**src/rtl/dct_pkg.sv**
```systemverilog
package dct_pkg;
  // system clock period in picoseconds (50 MHz)
  localparam int unsigned CLK_PERIOD_PS = 20000;

  // timing figures in their own units (ps for ns-figures, ns for us-figures)
  localparam int unsigned ACT_TO_ACT_OTHER_BANK_GAP_PS = 10000;
  localparam int unsigned REFRESH_CYCLE_TIME_PS        = 70000;
  localparam int unsigned SELF_REFRESH_EXIT_TO_CMD_PS  = 75000;
  localparam int unsigned WRITE_STROBE_PREAMBLE_SETUP_PS = 0;
  localparam int unsigned WRITE_TO_READ_GAP_CK         = 2;
  localparam int unsigned SELF_REFRESH_EXIT_TO_READ_CK = 200;
  localparam int unsigned DLL_RESET_TO_READ_CK         = 200;
  localparam int unsigned AVG_REFRESH_SPACING_SMALL_NS = 15600;
  localparam int unsigned AVG_REFRESH_SPACING_LARGE_NS = 7800;
  localparam int unsigned MAX_REFRESH_GAP_SMALL_NS     = 140600;
  localparam int unsigned MAX_REFRESH_GAP_LARGE_NS     = 70300;
  localparam int unsigned RETENTION_PERIOD_MS          = 64;
  localparam int unsigned MAX_POSTED_REFRESH           = 8;

  // least times round up, longest times round down, never below one cycle
  function automatic int unsigned ceil_cyc(input int unsigned ps);
    int unsigned c;
    c = (ps + CLK_PERIOD_PS - 1) / CLK_PERIOD_PS;
    return (c == 0) ? 1 : c;
  endfunction

  function automatic int unsigned floor_cyc_ns(input int unsigned ns);
    int unsigned c;
    c = (ns * 1000) / CLK_PERIOD_PS;
    return (c == 0) ? 1 : c;
  endfunction

  localparam int unsigned ACT_GAP_CYC   = ceil_cyc(ACT_TO_ACT_OTHER_BANK_GAP_PS);
  localparam int unsigned RFC_CYC       = ceil_cyc(REFRESH_CYCLE_TIME_PS);
  localparam int unsigned XSNR_CYC      = ceil_cyc(SELF_REFRESH_EXIT_TO_CMD_PS);
  localparam int unsigned WPRES_CYC     = ceil_cyc(WRITE_STROBE_PREAMBLE_SETUP_PS);
  localparam int unsigned REFI_SMALL_CYC = floor_cyc_ns(AVG_REFRESH_SPACING_SMALL_NS);
  localparam int unsigned REFI_LARGE_CYC = floor_cyc_ns(AVG_REFRESH_SPACING_LARGE_NS);
  localparam int unsigned REFC_SMALL_CYC = floor_cyc_ns(MAX_REFRESH_GAP_SMALL_NS);
  localparam int unsigned REFC_LARGE_CYC = floor_cyc_ns(MAX_REFRESH_GAP_LARGE_NS);

  // command encoding on the pins: {cs_n, ras_n, cas_n, we_n}
  typedef enum logic [3:0] {
    DCT_CMD_DESEL = 4'hf,
    DCT_CMD_NOP   = 4'h7,
    DCT_CMD_ACT   = 4'h3,
    DCT_CMD_READ  = 4'h5,
    DCT_CMD_WRITE = 4'h4,
    DCT_CMD_PRE   = 4'h2,
    DCT_CMD_REF   = 4'h1,
    DCT_CMD_LMR   = 4'h0
  } dct_cmd_t;

  // user request kinds
  typedef enum logic [2:0] {
    DCT_REQ_ACT   = 3'h0,
    DCT_REQ_READ  = 3'h1,
    DCT_REQ_WRITE = 3'h2,
    DCT_REQ_PRE   = 3'h3,
    DCT_REQ_SR_IN = 3'h4,
    DCT_REQ_SR_OUT = 3'h5,
    DCT_REQ_DLL_RST = 3'h6,
    DCT_REQ_OTHER = 3'h7
  } dct_req_t;

  typedef struct packed {
    dct_req_t    kind;
    logic [1:0]  bank;
    logic [12:0] addr;
  } dct_ureq_t;

  typedef struct packed {
    logic        cke;
    dct_cmd_t    cmd;
    logic [1:0]  bank;
    logic [12:0] addr;
  } dct_pins_t;
endpackage : dct_pkg

```
**src/rtl/dct_ctrl.sv**
```systemverilog
`timescale 1ns/1ps
// How it works
// RULE_01: ACTIVE to a different bank waits at least 10 ns.
// RULE_02: READ waits 2 clocks after last write data; a READ taken in the same cycle as wr_last_i is not held back.
// RULE_03: refresh issued on average every 15.6 us or 7.8 us.
// RULE_04: gap between refreshes never beyond 140.6 us or 70.3 us.
// RULE_05: every row refreshed within 64 ms, evenly spread.
// RULE_06: backlog of owed refreshes never above eight.
// RULE_07: after self refresh exit, 75 ns before non-READ commands.
// RULE_08: after self refresh exit, 200 clocks before READ.
// RULE_09: strobe preamble set-up minimum is zero ns.
// RULE_10: write strobe driven valid no later than WRITE command.
// RULE_11: memory has one strobe per byte lane.
// RULE_12: memory refreshes itself while in self refresh.
// RULE_13: after AUTO REFRESH, 70 ns before the next command.
// RULE_14: clock enable held high throughout refresh cycle.
// RULE_15: after frequency change, reset DLL, 200 clocks before read.
// RULE_16: nanosecond minimums rounded up to cycles, enforced by down-counters.
module dct_ctrl #(
  parameter bit          LARGE_DENSITY = 1'b1,
  parameter int unsigned REFI_CYC      = LARGE_DENSITY ? dct_pkg::REFI_LARGE_CYC
                                                       : dct_pkg::REFI_SMALL_CYC,
  parameter int unsigned REFC_CYC      = LARGE_DENSITY ? dct_pkg::REFC_LARGE_CYC
                                                       : dct_pkg::REFC_SMALL_CYC,
  parameter int unsigned LANES         = 9
) (
  input  wire logic               sys_clk_i,
  input  wire logic               rst_b_i,
  input  wire logic               req_valid_i,
  input  wire dct_pkg::dct_ureq_t req_i,
  input  wire logic               wr_last_i,
  output logic                    req_ready_o,
  output dct_pkg::dct_pins_t      pins_o,
  output logic [LANES-1:0]        dqs_o,
  output logic [LANES-1:0]        dqs_oe_o,
  output logic [3:0]              ref_owed_o
);
  localparam int unsigned CW = 16;

  typedef enum logic [1:0] {
    DCT_ST_RUN = 2'b00,
    DCT_ST_REF = 2'b01,
    DCT_ST_SR  = 2'b11
  } dct_st_t;

  dct_st_t           st_ff;
  logic [CW-1:0]     act_cnt_ff, rfc_cnt_ff, xsnr_cnt_ff, rd_cnt_ff, wtr_cnt_ff;
  logic [CW-1:0]     refi_cnt_ff, refc_cnt_ff;
  logic [3:0]        owed_ff;
  logic [1:0]        last_bank_ff;
  logic              bank_open_ff;
  dct_pkg::dct_pins_t pins_ff;
  logic [LANES-1:0]  dqs_ff, dqs_oe_ff;
  logic              ref_tick, issue_ref, take, cmd_ok, need_ref;

  function automatic logic [CW-1:0] dec(input logic [CW-1:0] c);
    return (c == '0) ? '0 : c - 16'h0001;
  endfunction

  function automatic logic [CW-1:0] cyc(input int unsigned n);
    return n[CW-1:0];
  endfunction

  // refresh must go out: owed at the cap or max gap nearly reached
  assign need_ref = (owed_ff >= 4'(dct_pkg::MAX_POSTED_REFRESH)) ||
                    (refc_cnt_ff <= cyc(REFI_CYC)) ;
  assign ref_tick = (refi_cnt_ff == '0);

  always_comb begin
    cmd_ok = 1'b0;
    if (st_ff == DCT_ST_RUN && req_valid_i && rfc_cnt_ff == '0) begin
      unique case (req_i.kind)
        // RULE_01 act spacing
        dct_pkg::DCT_REQ_ACT:   cmd_ok = act_cnt_ff == '0 && xsnr_cnt_ff == '0;
        // RULE_02 write to read
        dct_pkg::DCT_REQ_READ:  cmd_ok = rd_cnt_ff == '0 && wtr_cnt_ff == '0;
        dct_pkg::DCT_REQ_SR_OUT: cmd_ok = 1'b0;
        default:                cmd_ok = xsnr_cnt_ff == '0;
      endcase
    end else if (st_ff == DCT_ST_SR && req_valid_i) begin
      cmd_ok = req_i.kind == dct_pkg::DCT_REQ_SR_OUT;
    end
  end

  // RULE_06 refresh takes priority once due
  assign issue_ref = st_ff == DCT_ST_RUN && owed_ff != 4'h0 && rfc_cnt_ff == '0 &&
                     xsnr_cnt_ff == '0 && (need_ref || !req_valid_i);
  assign take      = cmd_ok && !issue_ref;

  // RULE_03 average spacing ticker
  // RULE_05 even spread over retention period
  always_ff @(posedge sys_clk_i or negedge rst_b_i) begin
    if (!rst_b_i) begin
      refi_cnt_ff <= '0;
    end else if (ref_tick) begin
      refi_cnt_ff <= cyc(REFI_CYC - 1);
    end else begin
      refi_cnt_ff <= refi_cnt_ff - 16'h0001;
    end
  end

  // RULE_06 owed refresh backlog; tick and issue together cancel
  // RULE_12 self refresh covers owed rows, backlog cleared on entry
  always_ff @(posedge sys_clk_i or negedge rst_b_i) begin
    if (!rst_b_i) begin
      owed_ff <= 4'h0;
    end else if (st_ff == DCT_ST_SR) begin
      owed_ff <= 4'h0;
    end else if (ref_tick && !issue_ref) begin
      owed_ff <= owed_ff + 4'h1;
    end else if (!ref_tick && issue_ref) begin
      owed_ff <= owed_ff - 4'h1;
    end
  end

  // RULE_04 max gap watchdog
  always_ff @(posedge sys_clk_i or negedge rst_b_i) begin
    if (!rst_b_i) begin
      refc_cnt_ff <= cyc(REFC_CYC);
    end else if (issue_ref || st_ff == DCT_ST_SR) begin
      refc_cnt_ff <= cyc(REFC_CYC);
    end else begin
      refc_cnt_ff <= dec(refc_cnt_ff);
    end
  end

  // RULE_16 minimums as down-counters
  always_ff @(posedge sys_clk_i or negedge rst_b_i) begin
    if (!rst_b_i) begin
      act_cnt_ff   <= '0;
      last_bank_ff <= 2'h0;
      bank_open_ff <= 1'b0;
    end else if (take && req_i.kind == dct_pkg::DCT_REQ_ACT) begin
      act_cnt_ff   <= cyc(dct_pkg::ACT_GAP_CYC);
      last_bank_ff <= req_i.bank;
      bank_open_ff <= 1'b1;
    end else begin
      act_cnt_ff   <= dec(act_cnt_ff);
    end
  end

  // RULE_13 refresh cycle time
  always_ff @(posedge sys_clk_i or negedge rst_b_i) begin
    if (!rst_b_i) begin
      rfc_cnt_ff <= '0;
    end else if (issue_ref) begin
      rfc_cnt_ff <= cyc(dct_pkg::RFC_CYC);
    end else begin
      rfc_cnt_ff <= dec(rfc_cnt_ff);
    end
  end

  // RULE_07 exit to non-read
  // RULE_08 exit to read
  // RULE_15 dll reset to read
  always_ff @(posedge sys_clk_i or negedge rst_b_i) begin
    if (!rst_b_i) begin
      xsnr_cnt_ff <= '0;
      rd_cnt_ff   <= '0;
    end else if (take && req_i.kind == dct_pkg::DCT_REQ_SR_OUT) begin
      xsnr_cnt_ff <= cyc(dct_pkg::XSNR_CYC);
      rd_cnt_ff   <= cyc(dct_pkg::SELF_REFRESH_EXIT_TO_READ_CK);
    end else if (take && req_i.kind == dct_pkg::DCT_REQ_DLL_RST) begin
      xsnr_cnt_ff <= dec(xsnr_cnt_ff);
      rd_cnt_ff   <= cyc(dct_pkg::DLL_RESET_TO_READ_CK);
    end else begin
      xsnr_cnt_ff <= dec(xsnr_cnt_ff);
      rd_cnt_ff   <= dec(rd_cnt_ff);
    end
  end

  // RULE_02 counted from last write data
  always_ff @(posedge sys_clk_i or negedge rst_b_i) begin
    if (!rst_b_i) begin
      wtr_cnt_ff <= '0;
    end else if (wr_last_i) begin
      wtr_cnt_ff <= cyc(dct_pkg::WRITE_TO_READ_GAP_CK);
    end else begin
      wtr_cnt_ff <= dec(wtr_cnt_ff);
    end
  end

  always_ff @(posedge sys_clk_i or negedge rst_b_i) begin
    if (!rst_b_i) begin
      st_ff <= DCT_ST_RUN;
    end else begin
      unique case (st_ff)
        DCT_ST_RUN: if (issue_ref) begin
          st_ff <= DCT_ST_REF;
        end else if (take && req_i.kind == dct_pkg::DCT_REQ_SR_IN) begin
          st_ff <= DCT_ST_SR;
        end
        DCT_ST_REF: if (rfc_cnt_ff == 16'h0001) begin
          st_ff <= DCT_ST_RUN;
        end
        DCT_ST_SR:  if (take) begin
          st_ff <= DCT_ST_RUN;
        end
        default:    st_ff <= DCT_ST_RUN;
      endcase
    end
  end

  // RULE_14 cke high through refresh
  always_ff @(posedge sys_clk_i or negedge rst_b_i) begin
    if (!rst_b_i) begin
      pins_ff <= '{cke: 1'b0, cmd: dct_pkg::DCT_CMD_DESEL, bank: 2'h0, addr: 13'h0000};
    end else begin
      pins_ff.cke  <= !((st_ff == DCT_ST_RUN && take &&
                         req_i.kind == dct_pkg::DCT_REQ_SR_IN) ||
                        (st_ff == DCT_ST_SR && !take));
      pins_ff.bank <= req_i.bank;
      pins_ff.addr <= req_i.addr;
      if (issue_ref) begin
        pins_ff.cmd <= dct_pkg::DCT_CMD_REF;
      end else if (take) begin
        unique case (req_i.kind)
          dct_pkg::DCT_REQ_ACT:    pins_ff.cmd <= dct_pkg::DCT_CMD_ACT;
          dct_pkg::DCT_REQ_READ:   pins_ff.cmd <= dct_pkg::DCT_CMD_READ;
          dct_pkg::DCT_REQ_WRITE:  pins_ff.cmd <= dct_pkg::DCT_CMD_WRITE;
          dct_pkg::DCT_REQ_PRE:    pins_ff.cmd <= dct_pkg::DCT_CMD_PRE;
          dct_pkg::DCT_REQ_SR_IN:  pins_ff.cmd <= dct_pkg::DCT_CMD_REF;
          dct_pkg::DCT_REQ_DLL_RST: pins_ff.cmd <= dct_pkg::DCT_CMD_LMR;
          default:                 pins_ff.cmd <= dct_pkg::DCT_CMD_NOP;
        endcase
      end else begin
        pins_ff.cmd <= dct_pkg::DCT_CMD_NOP;
      end
    end
  end

  // RULE_09 preamble driven with the write, setup of zero met
  // RULE_10 strobe valid low by the write command
  // RULE_11 one strobe per byte lane
  always_ff @(posedge sys_clk_i or negedge rst_b_i) begin
    if (!rst_b_i) begin
      dqs_ff    <= '0;
      dqs_oe_ff <= '0;
    end else if (take && req_i.kind == dct_pkg::DCT_REQ_WRITE) begin
      dqs_ff    <= '0;
      dqs_oe_ff <= '1;
    end else if (wr_last_i) begin
      dqs_oe_ff <= '0;
    end
  end

  always_ff @(posedge sys_clk_i or negedge rst_b_i) begin
    if (!rst_b_i) begin
      req_ready_o <= 1'b0;
    end else begin
      req_ready_o <= take;
    end
  end

  assign pins_o     = pins_ff;
  assign dqs_o      = dqs_ff;
  assign dqs_oe_o   = dqs_oe_ff;
  assign ref_owed_o = owed_ff;

  // RULE_06 backlog cap
  chk_owed_cap: assert property (@(posedge sys_clk_i) disable iff (!rst_b_i)
    owed_ff <= 4'h8) else $error("refresh backlog above eight");
  // RULE_13 no command within refresh cycle
  chk_rfc_quiet: assert property (@(posedge sys_clk_i) disable iff (!rst_b_i)
    issue_ref |=> (pins_ff.cmd == dct_pkg::DCT_CMD_REF) ##1
    (pins_ff.cmd == dct_pkg::DCT_CMD_NOP) [*3]) else $error("command inside refresh");
  // RULE_14 cke during refresh
  chk_cke_ref: assert property (@(posedge sys_clk_i) disable iff (!rst_b_i)
    issue_ref |=> pins_ff.cke [*4]) else $error("cke low during refresh");
  // RULE_01 act spacing
  chk_act_gap: assert property (@(posedge sys_clk_i) disable iff (!rst_b_i)
    (take && req_i.kind == dct_pkg::DCT_REQ_ACT) |=> !(take &&
    req_i.kind == dct_pkg::DCT_REQ_ACT)) else $error("activates too close");
  // RULE_02 write to read
  chk_wtr_gap: assert property (@(posedge sys_clk_i) disable iff (!rst_b_i)
    wr_last_i |=> !(take && req_i.kind == dct_pkg::DCT_REQ_READ) [*2])
    else $error("read too soon after write");
  // RULE_08 read after exit
  chk_xsrd_gap: assert property (@(posedge sys_clk_i) disable iff (!rst_b_i)
    (take && req_i.kind == dct_pkg::DCT_REQ_SR_OUT) |=>
    rd_cnt_ff == cyc(dct_pkg::SELF_REFRESH_EXIT_TO_READ_CK))
    else $error("exit to read counter not loaded");
  // RULE_07 non-read after exit
  chk_xsnr_gap: assert property (@(posedge sys_clk_i) disable iff (!rst_b_i)
    (take && req_i.kind == dct_pkg::DCT_REQ_SR_OUT) |=> !take [*4])
    else $error("command too soon after self refresh exit");
  // RULE_04 watchdog never expires
  chk_refc_live: assert property (@(posedge sys_clk_i) disable iff (!rst_b_i)
    st_ff == DCT_ST_RUN |-> refc_cnt_ff != '0) else $error("max refresh gap exceeded");
endmodule : dct_ctrl

```
**config.mk**
```make
export PLATFORM = sky130hd
export DESIGN_NAME = dct_ctrl
export DESIGN_NICKNAME = d
export VERILOG_FILES = /design/src/rtl/dct_pkg.sv /design/src/rtl/dct_ctrl.sv
export SDC_FILE = /design/constraint.sdc
export NUM_CORES = 1
export LEC_CHECK = 0
export ABC_AREA = 1
export BUFFER_PORTS_ARGS = -buffer_cell sky130_fd_sc_hd__buf_2
export CAP_MARGIN = 40
export CORE_MARGIN = 3
export CORE_UTILIZATION = 55
export CTS_BUF_LIST = sky130_fd_sc_hd__clkbuf_4
export CTS_CLUSTER_DIAMETER = 50
export DETAILED_ROUTE_END_ITERATION = 12
export GPL_TIMING_DRIVEN = 0
export PLACE_DENSITY = 0.75
export SYNTH_ARGS = -nofsm -noshare
export SYNTH_HDL_FRONTEND = slang
export SYNTH_SLANG_ARGS = --single-unit
```
**constraint.sdc**
```tcl
create_clock -name sys_clk_i -period 3.55 [get_ports sys_clk_i]
set_clock_uncertainty 0.15 [all_clocks]
set_input_delay 0.71 -clock sys_clk_i [delete_from_list [all_inputs] [get_ports sys_clk_i]]
set_output_delay 0.71 -clock sys_clk_i [all_outputs]
set_load 0.1 [all_outputs]
```
==> qor.yml <==
outcome: "completed"
die-area_um2: 14300
synth_common_cells: "178 x nor2_1, 127 x dfrtp_1, 112 x inv_1"
hold_end: "pins_o[3]$_DFF_PN0_"
rr_startpoint: "refi_cnt_ff[0]$_DFF_PN0_"
routedWlPerCell_um: 11.5
die_h_um: 120
synth_xor_area_share_pct: 8.87
slew_viol_final: 0
drive_above_1_share_pct: 17.4
port_buffers: 55
path_buf_inv: 2
crit_slowest_cell: "dfrtp_1"
ant_nets: 0
comb_power_share_pct: 37.6
clk_latency_ps: 560
rsz0062_at_grt: "no"
grt_max_degree: 76
cp.required_ps: 3860
final_cells: 1087
synth-compound-area-share_pct: 5.33
fillers: 1089
fin_area_um2: 7990
h-tree-depth: 4
power.switching_mw: 2.34
layout.nets: 944
critPathTopFamily: "simple AND/OR/NAND/NOR gates"
crit_path_start: "refi_cnt_ff[0]$_DFF_PN0_"
p_clk_share_pct: 20.6
synth.top_cell.area_share_pct: 44.7
chipWidth_um: 120
cp_slowest_stage_delay_ps: 400
synthAdderAreaFrac_pct: 2.92
async_flop_share_pct: 100
p_int_mw: 3.14
max_cap_violations: 0
timing.final.crit_share_pct: 87.2
hold_path_class: "in2reg"
ys_seq_elements: 140
synth_top_family_by_area: "simple AND/OR/NAND/NOR gates"
post_cts_buffers: 0
placed_cells: 1054
grt_pass1_wl_mm: 22.3
post_dp_cell_area_um2: 7660
rows: 40
syn_inst: 821
finalPower_mw: 5.48
path_cells: "inv_1 -> ha_1 -> nand2_1 -> nor3_2 -> nand4_1 -> nor2_1 -> nand3_1 -> nor3_1 -> ha_1 -> inv_1 -> ha_1 -> a21oi_1 -> nand2_1 -> xnor2_1 -> o22ai_1"
synthSimpleGateAreaFrac_pct: 24.8
hp-start: "req_i[3]"
synth.area.mux_share_pct: 0
period_needed_ps: 3100
grt_pass1_vias: 5105
clkTransAtPathRegs_ps: 130
finalSetupViolations: 0
hold_depth: 1
cp.arrival_ps: 3410
cts_resized: 0
place_congestion: 0.824
path_common_cell: "ha_1"
vias: 5222
cts_buffers: 17
antenna_cells: 0
core_um2: 12300
boundaryPins: 65
yosysUniqueCellTypes: 46
clock_path_buffers: 2
power_density_nw_per_um2: 685
drtIter0Drc: 299
ys.flop_type: "dfrtp_1"
r2r_cells: 15
grt_use_total_pct: 19.2
first_pass_iters: 4
cts_tree: "yes"
worstMarginPinSlew_ps: 607
critPathCaptureType: "register"
synth_edf_count: 0
power_frac_seq_pct: 41.8
initial_core_util_pct: 57.7
yosysMostFrequentCell: "nor2_1"
areaGrowthSynthToFinish_pct: 12.5
synthTopCellsByArea: "dfrtp_1 45%, nor2_1 9.4%, inv_1 5.9%"
syn_area_per_cell_um2: 8.66
ir_drop_mv: 0.372
grt_antenna_before_repair: 1
dp_hpwl_mm: 9.26
crit_path_start_kind: "register"
swShare_pct: 42.6
relSlewSlack_pct: 59.5
drc: 0
synth_seq_area_share_pct: 49.5
worst-r2r-setup-slack_ps: 450
cts_root_buf: "clkbuf_4"
routed_wl_mm: 12.5
globalRouteOverflowTotal: 0
crit_type: "reg2reg"
worst_hold_slack_ps: 94.5
synth-warning-count: 0
cp_max_fo: 4
r2r_end: "ref_owed_o[3]$_DFFE_PN0P_"
synth_area_leader_cell: "dfrtp_1"
p_leak_nw: 4.14
hold_violations: 0
via_per_inst: 4.80
cts.sinks: 140
fmax_ghz: 0.323
netlist_area_um2: 7110
[repair_timing]
action / in CTS / in global routing
endpoints found under the setup margin: 0 / 0
hold endpoints to repair: 54 / 0
hold buffers: 1 / 0
[layout by cell type (no fill, tap or decap), types with 3 or more instances in the layout]
cell type | synthesis | final
a21oi_1 | 18 | 18
buf_2 | 2 | 56
buf_4 | 18 | 18
buf_6 | 2 | 3
bufinv_16 | 0 | 3
clkbuf_4 | 0 | 18
clkinv_4 | 0 | 6
conb_1 | 1 | 10
dfrtp_1 | 127 | 127
dfstp_2 | 13 | 13
ha_1 | 15 | 15
inv_1 | 112 | 112
inv_2 | 3 | 3
inv_6 | 0 | 3
nand2_1 | 102 | 102
nand2_2 | 4 | 4
nand3_1 | 29 | 29
nand3_2 | 3 | 3
nand4_1 | 14 | 14
nor2_1 | 178 | 178
nor2_2 | 5 | 5
nor2_4 | 5 | 5
nor3_1 | 26 | 26
nor3_2 | 6 | 6
nor4_1 | 3 | 3
o211ai_1 | 5 | 5
o21ai_0 | 22 | 22
o22ai_1 | 6 | 6
or2_2 | 3 | 3
xnor2_1 | 27 | 27
xor2_1 | 45 | 45
[worst max path at each step]
stage                                     end  cells after the start
floorplan           ref_owed_o[3]$_DFFE_PN0P_                     12
global placement     refi_cnt_ff[6]$_DFF_PN0_                      1
detailed placement  ref_owed_o[3]$_DFFE_PN0P_                     15
CTS                 ref_owed_o[3]$_DFFE_PN0P_                     15
global route        ref_owed_o[3]$_DFFE_PN0P_                     15
finish              ref_owed_o[3]$_DFFE_PN0P_                     15
[cell type report]
class	count	area, µm²	area share, %
buffer	24	175	2.19
clock buffer	18	135	1.69
clock inverter	14	188	2.35
inverter	115	432	5.40
multi-input combinational	551	3020	37.7
sequential	140	3520	44.0
tap	168	210	2.63
timing repair buffer	57	319	3.99
[sequential cells by signal, summed over array words and instances (netlist names)]
| signal | count |
|---|---|
| act_cnt_ff | 16 |
| dqs_oe_o | 1 |
| pins_o | 20 |
| rd_cnt_ff | 16 |
| ref_owed_o | 4 |
| refc_cnt_ff | 16 |
| refi_cnt_ff | 16 |
| req_ready_o | 1 |
| rfc_cnt_ff | 16 |
| st_ff | 2 |
| wtr_cnt_ff | 16 |
| xsnr_cnt_ff | 16 |
[power groups by stage]
stage	Clock (mW)	Combinational [mW]	Sequential, mW
after CTS	1.16	2.08	2.29
after floorplan	0	1.36	2.64
after global placement	0	2.01	2.31
final	1.13	2.06	2.29
after detailed placement	0	2.07	2.31
after global routing	1.22	2.32	2.34
[stage by stage]
step                      utilization, %  setup TNS, ps  worst slack [ps]
after floorplan                        -              0               800
after global placement              62.0         -30130              -247
after detailed placement            62.2              0               456
after CTS                           64.9              0               440
after global routing                64.9              0               170
final                               64.9              0               453
[cells by family after synthesis]
group                    Yosys count
XOR/XNOR                          72
AND/OR/NAND/NOR                  389
buffers and inverters            139
flip-flops                       140
other                              1
adder cells (fa/ha/maj)           16
AO/OA/AOI/OAI                     64
[routing by layer]
layer	part of all wire, %	track usage, %	routed length, µm
met1	48	25.3	6050
met2	45	30.1	5620
met3	5.1	5.66	636
met4	1.3	7.37	160
met5	0.10	0	13
Power figures use the tool's default switching activity.
